`config.mk`:
```
export PLATFORM = sky130hd
export DESIGN_NAME = prwc_ctrl
export DESIGN_NICKNAME = d
export VERILOG_FILES = /design/src/core/prwc_pkg.sv /design/src/core/prwc_stab_timer.sv /design/src/core/prwc_ctrl.sv
export VERILOG_INCLUDE_DIRS = /design/src /design/src/core
export SDC_FILE = /design/constraint.sdc
export NUM_CORES = 1
export LEC_CHECK = 0
export ABC_AREA = 1
export BUFFER_PORTS_ARGS = -buffer_cell sky130_fd_sc_hd__buf_2
export CAP_MARGIN = 20
export CELL_PAD_IN_SITES_DETAIL_PLACEMENT = 2
export CELL_PAD_IN_SITES_GLOBAL_PLACEMENT = 2
export CORE_MARGIN = 4
export CORE_UTILIZATION = 33
export DETAILED_ROUTE_END_ITERATION = 16
export GPL_TIMING_DRIVEN = 1
export MAX_ROUTING_LAYER = met4
export PLACE_DENSITY = 0.95
export SYNTH_ARGS = -nofsm -noshare
export SYNTH_HDL_FRONTEND = slang
export SYNTH_SLANG_ARGS = --single-unit
```
`constraint.sdc`:
```
create_clock -name clk -period 5.9 [get_ports clk]
set_clock_uncertainty 0.2 [all_clocks]
set_input_delay 1.18 -clock clk [delete_from_list [all_inputs] [get_ports clk]]
set_output_delay 1.18 -clock clk [all_outputs]
set_load 0.005 [all_outputs]
```
`src/core/prwc_defines.svh`:
```
/*
 Offsets, field positions, reset values and timing counts for the power reduction
 and wake-up controller. Assumes a 125 MHz system clock.
*/
`ifndef PRWC_DEFINES_SVH
`define PRWC_DEFINES_SVH

`define PRWC_ADDR_PWR_CTRL     8'h87
`define PRWC_ADDR_PERIPH_PWR   8'hB5
`define PRWC_ADDR_WAKE_CFG     8'hB6
`define PRWC_ADDR_STATUS       8'hB7
`define PRWC_PWR_CTRL_RESET    8'h00
`define PRWC_PERIPH_PWR_RESET  8'h00
`define PRWC_WAKE_CFG_RESET    8'h00
`define PRWC_PWR_CTRL_WMASK    8'hDF
`define PRWC_PERIPH_PWR_WMASK  8'hEF
`define PRWC_BIT_BOI           4
`define PRWC_BIT_COMP_PD       5
`define PRWC_BIT_RTC_PD        7
`define PRWC_CLK_NS            8
`define PRWC_XTAL_CYCLES       1024
`define PRWC_EXT_CYCLES        32
`define PRWC_RC_MIN_MS         200
`define PRWC_RC_MAX_MS         300
`define PRWC_RC_MIN_CYCLES     ((`PRWC_RC_MIN_MS * 1000000 + `PRWC_CLK_NS - 1) / `PRWC_CLK_NS)

`endif

```
`src/core/prwc_pkg.sv`:
```
/*
 Types shared by the power reduction and wake-up controller.
 Assumes the defines header is compiled alongside.
*/
package prwc_pkg;

  typedef enum logic [1:0] {
    PRWC_MODE_NORMAL = 2'h0,
    PRWC_MODE_IDLE   = 2'h1,
    PRWC_MODE_PD     = 2'h2,
    PRWC_MODE_TPD    = 2'h3
  } prwc_mode_t;

  typedef enum logic [1:0] {
    PRWC_SRC_XTAL = 2'h0,
    PRWC_SRC_RC   = 2'h1,
    PRWC_SRC_EXT  = 2'h2
  } prwc_clk_src_t;

  typedef struct packed {
    logic ext0;
    logic ext1;
    logic brownout;
    logic keyboard;
    logic rtc;
    logic watchdog;
    logic comparator;
  } prwc_irq_t;

  typedef struct packed {
    logic [7:0] addr;
    logic [7:0] wdata;
    logic       wr;
    logic       rd;
  } prwc_bus_req_t;

  typedef struct packed {
    logic osc_run;
    logic rc_osc_run;
    logic bod_run;
    logic comp_run;
    logic rtc_run;
    logic wdt_run;
    logic cpu_run;
  } prwc_power_t;

endpackage

```
`src/core/prwc_stab_timer.sv`:
```
/*
 Oscillator stability timer: counts qualified ticks after a restart and flags done.
 Assumes start is a one-cycle pulse and tick a one-cycle enable on clk.
*/
module prwc_stab_timer #(
  parameter int WIDTH = 26
) (
  // Clock and reset
  input  wire logic             clk,
  input  wire logic             srst,
  // Control
  input  wire logic             start,
  input  wire logic             tick,
  input  wire logic [WIDTH-1:0] target,
  // Status
  output logic                  done
);
  typedef struct packed {
    logic [WIDTH-1:0] cnt;
    logic             busy;
    logic             done;
  } prwc_timer_state_t;

  prwc_timer_state_t st_reg;
  prwc_timer_state_t st_next;

  always_comb begin
    st_next      = st_reg;
    st_next.done = 1'b0;
    if (start) begin
      st_next.cnt  = '0;
      st_next.busy = 1'b1;
    end else if (st_reg.busy && tick) begin
      if (st_reg.cnt + WIDTH'(1) >= target) begin
        st_next.busy = 1'b0;
        st_next.done = 1'b1;
      end else begin
        st_next.cnt = st_reg.cnt + WIDTH'(1);
      end
    end
  end

  always_ff @(posedge clk) begin
    if (srst) begin
      st_reg <= '0;
    end else begin
      st_reg <= st_next;
    end
  end

  assign done = st_reg.done;
endmodule // prwc_stab_timer

```
`src/core/prwc_ctrl.sv`:
```
/*
 Power reduction and wake-up controller: power control registers, mode decode,
 oscillator and analog block gating, wake qualification and stability wait.
 Assumes wake and reset request inputs are synchronous to clk; the external
 clock input is a pin and is synchronised here.
*/
// The strobed register port is this design's own decision.
`include "prwc_defines.svh"
// How it works
// - Two mode bits select normal, idle, power-down, total.
// - Power-down halts main oscillator and system clock.
// - Any reset or listed interrupt exits power-down.
// - Reset wakes only if that reset enabled.
// - Interrupt wakes only if enabled and global enable.
// - RC oscillator off unless system clock with RTC.
// - Wake restarts oscillator, holds execution until stable.
// - Crystal: stable after 1024 processor clocks.
// - Internal RC: wait 200 to 300 ms.
// - External clock: stable after 32 oscillator cycles.
// - Brownout and selected watchdog keep running in power-down.
// - Comparators run unless disabled and powered down.
// - RTC runs in power-down unless its power-down bit.
// - Total power-down: no brownout reset, interrupt, comparator wake.
// - Total power-down wake only watchdog, external, keyboard, RTC.
// - Register layout bits 7..0, all reset to zero.
// - Brownout interrupt only if enable bit set, else reset.
module prwc_ctrl
  import prwc_pkg::*;
#(
  parameter int RC_WAIT_CYCLES = `PRWC_RC_MIN_CYCLES,
  parameter int XTAL_CYCLES    = `PRWC_XTAL_CYCLES,
  parameter int EXT_CYCLES     = `PRWC_EXT_CYCLES
) (
  // Clock and reset
  clk,
  srst,
  // Register port
  bus,
  rdata,
  // Clock configuration
  clk_src,
  ext_clk_pin,
  // Enables held by the processor core
  global_irq_enable,
  irq_enable,
  watchdog_clock_select,
  comp_enabled,
  // Events
  irq_req,
  reset_req,
  reset_enable,
  brownout_cond,
  // Outputs
  power,
  mode,
  brownout_irq,
  brownout_reset,
  wake_reset,
  double_baud_select,
  framing_error_select
);
  import prwc_pkg::*;

  input  wire logic          clk;
  input  wire logic          srst;
  input  wire prwc_bus_req_t bus;
  output logic [7:0]         rdata;
  input  wire prwc_clk_src_t clk_src;
  input  wire logic          ext_clk_pin;
  input  wire logic          global_irq_enable;
  input  wire prwc_irq_t     irq_enable;
  input  wire logic          watchdog_clock_select;
  input  wire logic          comp_enabled;
  input  wire prwc_irq_t     irq_req;
  input  wire logic          reset_req;
  input  wire logic          reset_enable;
  input  wire logic          brownout_cond;
  output prwc_power_t        power;
  output prwc_mode_t         mode;
  output logic               brownout_irq;
  output logic               brownout_reset;
  output logic               wake_reset;
  output logic               double_baud_select;
  output logic               framing_error_select;

  localparam int TW = 26;

  typedef enum logic [1:0] {
    PRWC_ST_RUN,
    PRWC_ST_SLEEP,
    PRWC_ST_WAIT
  } prwc_state_t;

  typedef struct packed {
    prwc_state_t   st;
    logic [7:0]    power_control;
    logic [7:0]    peripheral_power_control;
    logic [7:0]    rdata;
    logic          tpd_entered;
    logic          wake_by_reset;
    logic [2:0]    ext_sync;
    prwc_power_t   power;
    logic          bo_irq;
    logic          bo_rst;
    logic          wake_rst;
    logic          start;
  } prwc_ctrl_state_t;

  prwc_ctrl_state_t s_reg;
  prwc_ctrl_state_t s_next;

  logic          stab_done;
  logic          tick;
  logic [TW-1:0] target;
  prwc_mode_t    cur_mode;
  logic          in_pd;
  logic          in_tpd;
  prwc_irq_t     wake_ok;
  logic          irq_wake;
  logic          rst_wake;
  logic          rtc_enabled;
  logic          comp_off;
  logic          tpd_active;

  assign cur_mode = prwc_mode_t'(s_reg.power_control[1:0]);
  assign in_pd    = s_reg.st != PRWC_ST_RUN;
  assign in_tpd   = s_reg.tpd_entered;
  assign rtc_enabled = !s_reg.peripheral_power_control[`PRWC_BIT_RTC_PD];
  assign comp_off = !comp_enabled && s_reg.peripheral_power_control[`PRWC_BIT_COMP_PD];
  assign tpd_active = in_tpd || cur_mode == PRWC_MODE_TPD;

  always_comb begin
    wake_ok = irq_req & irq_enable & {7{global_irq_enable}};
    if (in_tpd) begin
      wake_ok.brownout   = 1'b0;
      wake_ok.comparator = 1'b0;
      wake_ok.watchdog   = wake_ok.watchdog && watchdog_clock_select;
    end
  end
  assign irq_wake = |wake_ok;
  assign rst_wake = reset_req && reset_enable && (!in_tpd || watchdog_clock_select);

  // Stability tick: external clock counts its own rising edges, others count clk
  assign tick = (clk_src == PRWC_SRC_EXT) ? (s_reg.ext_sync[1] && !s_reg.ext_sync[2])
                                          : 1'b1;
  always_comb begin
    unique case (clk_src)
      PRWC_SRC_XTAL: target = TW'(XTAL_CYCLES);
      PRWC_SRC_RC:   target = TW'(RC_WAIT_CYCLES);
      PRWC_SRC_EXT:  target = TW'(EXT_CYCLES);
      default:       target = TW'(XTAL_CYCLES);
    endcase
  end

  always_comb begin
    s_next          = s_reg;
    s_next.start    = 1'b0;
    s_next.wake_rst = 1'b0;
    s_next.ext_sync = {s_reg.ext_sync[1:0], ext_clk_pin};
    s_next.rdata    = 8'h00;

    if (bus.wr) begin
      unique case (bus.addr)
        `PRWC_ADDR_PWR_CTRL:
          s_next.power_control = bus.wdata & `PRWC_PWR_CTRL_WMASK;
        `PRWC_ADDR_PERIPH_PWR:
          s_next.peripheral_power_control = bus.wdata & `PRWC_PERIPH_PWR_WMASK;
        default: ;
      endcase
    end
    if (bus.rd) begin
      unique case (bus.addr)
        `PRWC_ADDR_PWR_CTRL:   s_next.rdata = s_reg.power_control;
        `PRWC_ADDR_PERIPH_PWR: s_next.rdata = s_reg.peripheral_power_control;
        `PRWC_ADDR_STATUS:     s_next.rdata = {4'h0, s_reg.wake_by_reset, in_tpd,
                                               s_reg.st == PRWC_ST_WAIT, in_pd};
        default:               s_next.rdata = 8'h00;
      endcase
    end

    unique case (s_reg.st)
      PRWC_ST_RUN: begin
        if (cur_mode == PRWC_MODE_PD || cur_mode == PRWC_MODE_TPD) begin
          s_next.st          = PRWC_ST_SLEEP;
          s_next.tpd_entered = cur_mode == PRWC_MODE_TPD;
        end
      end
      PRWC_ST_SLEEP: begin
        if (rst_wake || irq_wake) begin
          s_next.st            = PRWC_ST_WAIT;
          s_next.start         = 1'b1;
          s_next.wake_by_reset = rst_wake;
        end
      end
      PRWC_ST_WAIT: begin
        if (stab_done) begin
          s_next.st            = PRWC_ST_RUN;
          s_next.tpd_entered   = 1'b0;
          s_next.wake_rst      = s_reg.wake_by_reset;
          s_next.power_control = {s_reg.power_control[7:2], 2'b00};
          if (s_reg.wake_by_reset) begin
            s_next.power_control            = `PRWC_PWR_CTRL_RESET;
            s_next.peripheral_power_control = `PRWC_PERIPH_PWR_RESET;
          end
        end
      end
    endcase

    // Power gating outputs
    s_next.power.osc_run    = s_next.st != PRWC_ST_SLEEP;
    s_next.power.rc_osc_run = (s_next.st != PRWC_ST_SLEEP)
                              || (clk_src == PRWC_SRC_RC && rtc_enabled);
    s_next.power.bod_run    = !(s_next.st != PRWC_ST_RUN && s_next.tpd_entered);
    s_next.power.comp_run   = !comp_off && s_next.power.bod_run;
    s_next.power.rtc_run    = rtc_enabled;
    s_next.power.wdt_run    = (s_next.st != PRWC_ST_SLEEP) || watchdog_clock_select;
    s_next.power.cpu_run    = s_next.st == PRWC_ST_RUN;

    // Brownout routing
    s_next.bo_irq = brownout_cond && !tpd_active
                    && s_reg.power_control[`PRWC_BIT_BOI];
    s_next.bo_rst = brownout_cond && !tpd_active
                    && !s_reg.power_control[`PRWC_BIT_BOI];
  end

  always_ff @(posedge clk) begin
    if (srst) begin
      s_reg.st                       <= PRWC_ST_RUN;
      s_reg.power_control            <= `PRWC_PWR_CTRL_RESET;
      s_reg.peripheral_power_control <= `PRWC_PERIPH_PWR_RESET;
      s_reg.rdata                    <= 8'h00;
      s_reg.tpd_entered              <= 1'b0;
      s_reg.wake_by_reset            <= 1'b0;
      s_reg.ext_sync                 <= 3'h0;
      s_reg.power                    <= '1;
      s_reg.bo_irq                   <= 1'b0;
      s_reg.bo_rst                   <= 1'b0;
      s_reg.wake_rst                 <= 1'b0;
      s_reg.start                    <= 1'b0;
    end else begin
      s_reg <= s_next;
    end
  end

  prwc_stab_timer #(
    .WIDTH (TW)
  ) u_stab (
    .clk    (clk),
    .srst   (srst),
    .start  (s_reg.start),
    .tick   (tick),
    .target (target),
    .done   (stab_done)
  );

  assign rdata                = s_reg.rdata;
  assign power                = s_reg.power;
  assign mode                 = cur_mode;
  assign brownout_irq         = s_reg.bo_irq;
  assign brownout_reset       = s_reg.bo_rst;
  assign wake_reset           = s_reg.wake_rst;
  assign double_baud_select   = s_reg.power_control[7];
  assign framing_error_select = s_reg.power_control[6];
endmodule // prwc_ctrl

```
==> impl_metrics.py <==
metrics = {
    "sta": {
        "layout_min_cycle_time_ns": 4.55,
        "setup-violations-final": 0,
        "rsz0062_at_grt": "no",
        "final-max-slew-violation-count": 0,
        "tightest_slew_ns": 0.786,
        "fin_setup_tns_ns": 0,
        "timing.hold.ws_ns": 0.223,
        "hold_viol_final": 0,
        "finalCritPeriodShare": 0.771,
        "timing.fmax_ghz": 0.220,
        "relSlewSlack": 0.468,
    },
    "floorplan": {
        "dieWidth_um": 119,
        "row_count": 40,
        "num_io_pins": 65,
        "start_util": 0.338,
        "die_h_um": 119,
        "die_area_um2": 14100,
        "core_area_um2": 12000,
    },
    "worst_setup_path": {
        "worstPathMaxFanout": 45,
        "crit_top_cell": "nand2_1",
        "reg2reg_slack_ns": 1.35,
        "required_ns": 5.97,
        "path_cells": "ha_1 > nand2_1 > nor3_1 > nand3_1 > nor2_1 > nand3_1 > nor2_1 > nand2_1 > a22oi_1 > ha_1 > nand2_1 > inv_1 > nand3_1 > nor3_1 > nor2_2 > nand4_4 > nand2_1 > nand2_1 > nor2_1",
        "critPathTopFamily": "simple AND/OR/NAND/NOR gates",
        "path_buf_inv": 1,
        "critPathSlowestCell": "nand4_4",
        "crit_path_end_kind": "flip-flop",
        "path_class": "reg -> reg",
        "start_kind": "flip-flop",
        "critPathArrivalTime_ns": 4.62,
        "critPathMaxStageDelay_ns": 0.56,
    },
    "yosys": {
        "ys_seq_area_frac": 0.345,
        "synth_edf_count": 0,
        "muxShareOfSynthArea": 0.00493,
        "synthAdderAreaFrac": 0.0648,
        "synth_top_family_by_area": "simple AND/OR/NAND/NOR gates",
        "synthArstFlopShare": 0,
        "synth_flop_cell": "dfxtp_1",
        "syn_area_um2": 4060,
        "synth_cells": 617,
        "syn_nets": 681,
        "yosys.area_share.simple": 0.351,
        "avgSynthCellArea_um2": 6.58,
        "ys_warn_count": 0,
        "synth_top_area_frac": 0.345,
        "synth_top_cell_by_area": "dfxtp_1",
        "synth_compound_area_frac": 0.0728,
        "synth_cell_type_count": 41,
        "synth_xor_area_frac": 0.0259,
        "ys_top_cells_by_area": "dfxtp_1 35%, nand2_1 16%, nor2_1 9.2%",
        "synth_seq_cells": 70,
    },
    "detailed_routing": {
        "wirelength_um": 15900,
        "drt_first_pass_iters": 4,
        "ant_nets": 0,
        "vias": 4189,
        "wl_per_cell_um": 19.4,
        "drc": 0,
        "viasPerCell": 5.11,
        "initialDrtViolationCount": 197,
    },
    "cts": {
        "cts_setup_buffers": 0,
        "clk_pin_slew_ns": 0.06,
        "htreeDepth": 3,
        "tritoncts": "done",
        "cts_buffer_depth": 2,
        "root_buffer": "clkbuf_16",
        "hold_buffers": 0,
        "clkSinkCount": 70,
        "clk_latency_ns": 0.35,
        "cts.repair.resized": 0,
        "numCtsBuffers": 9,
    },
    "global_routing": {
        "grt_max_degree": 46,
        "grt_overflow": 0,
        "grt_pass1_vias": 4857,
        "antenna_found_initial": 0,
        "grt_usage": 0.238,
        "grt_pass1_wl_um": 25700,
    },
    "cells_and_area": {
        "final_cell_mix": "175 x nand2_1, 99 x nor2_1, 90 x inv_1, 70 x dfxtp_1, 64 x buf_2",
        "area_delta_synth_final_pct": 15.2,
        "finalInstanceArea_um2": 4670,
        "largest_reg_flops": 27,
        "drive_gt1_frac": 0.141,
        "layout_commonest_cell": "nand2_1",
        "nNetsFinal": 731,
        "diodes": 0,
    },
    "power_and_ir_drop": {
        "power.leakage_nw": 2.34,
        "p_per_area_nw_per_um2": 231,
        "peakVddDrop_v": 0.000126,
        "power_mw": 1.08,
    },
    "place": {
        "place_congestion": 0.857,
        "dp_hpwl_um": 11400,
        "placed_area_um2": 4380,
        "io_buffers": 64,
    },
    "run_status": {
        "status": "completed",
    },
    "worst_hold_path": {
        "hold_class": "reg -> reg",
    },
    "flow_run": {
        "maxCapViolCount": 0,
    },
}
## metal layers
layer	wire length, µm	up-vias	GRT usage
met3	603	36	0.0456
met4	446	0	0.0949
li1	-	2000	-
met2	8530	92	0.445
met1	6290	2061	0.245
met5	0	-	-
## worst register-to-register path, delay by kind of cell, from the launching register on
kind	cells	cell delay, ns
flops	1	0.41
fa+ha+maj	2	0.57
compound gates	1	0.29
simple gates	15	2.96
buf+inv	1	0.04
## synthesized netlist by cell type, types with 2 or more instances
| master | number |
|---|---|
| buf_6 | 2 |
| nand2_2 | 2 |
| nor3_1 | 7 |
| clkbuf_1 | 6 |
| buf_4 | 19 |
| inv_2 | 2 |
| nor2_2 | 2 |
| o21ai_0 | 12 |
| nand2_1 | 175 |
| nand4_1 | 10 |
| mux2i_1 | 2 |
| dfxtp_1 | 70 |
| nand3_1 | 27 |
| inv_1 | 90 |
| a211oi_1 | 2 |
| o22ai_1 | 2 |
| a31oi_1 | 5 |
| a21oi_1 | 23 |
| ha_1 | 21 |
| xor2_1 | 11 |
| clkinv_1 | 4 |
| nand3b_1 | 4 |
| nor3b_1 | 2 |
| nor2_4 | 2 |
| nor2_1 | 99 |
## per-stage QoR
| stage | util | instances | setup WS [ns] |
|---|---|---|---|
| 5_1_grt | 0.389 | 819 | 0.970 |
| 6_report | 0.389 | 819 | 1.35 |
| 2_1_floorplan | - | 617 | 2.61 |
| 4_1_cts | 0.389 | 818 | 1.34 |
| 3_3_place_gp | 0.365 | 802 | 1.75 |
| 3_5_place_dp | 0.365 | 802 | 1.48 |
## final timing paths
path | from | endpoint | cells after the start
max reg2reg | u_stab.st_reg[3]$_SDFFE_PP0P_ | u_stab.st_reg[2]$_SDFFE_PP0P_ | 19
max | u_stab.st_reg[3]$_SDFFE_PP0P_ | u_stab.st_reg[2]$_SDFFE_PP0P_ | 19
min reg2reg | s_next[12]$_SDFF_PP0_ | s_next[13]$_SDFF_PP0_ | 2
min | s_next[12]$_SDFF_PP0_ | s_next[13]$_SDFF_PP0_ | 2
## kinds of logic (layout without fill, tap and decap cells)
family | Yosys count | in the layout
AO/OA/AOI/OAI | 52 | 52
XOR/XNOR | 12 | 12
multiplexers | 2 | 2
flip-flops | 70 | 70
AND/OR/NAND/NOR | 337 | 337
buffers and inverters | 123 | 178
adder cells (fa/ha/maj) | 21 | 21
## where the power goes
part           switching, mW  total (mW)  internal (mW)
sequential          0.000737       0.475          0.474
clock                  0.252       0.545          0.293
combinational         0.0376      0.0600         0.0225
## final cells by class
class	count	area [µm²]
Clock buffer	9	225
Multi-Input combinational cell	424	2110
Tap cell	147	184
Clock inverter	7	61.3
Fill cell	1476	7340
Inverter	96	360
Sequential cell	70	1400
Timing Repair Buffer	66	333
No activity file was read; power rests on OpenSTA's default activity.
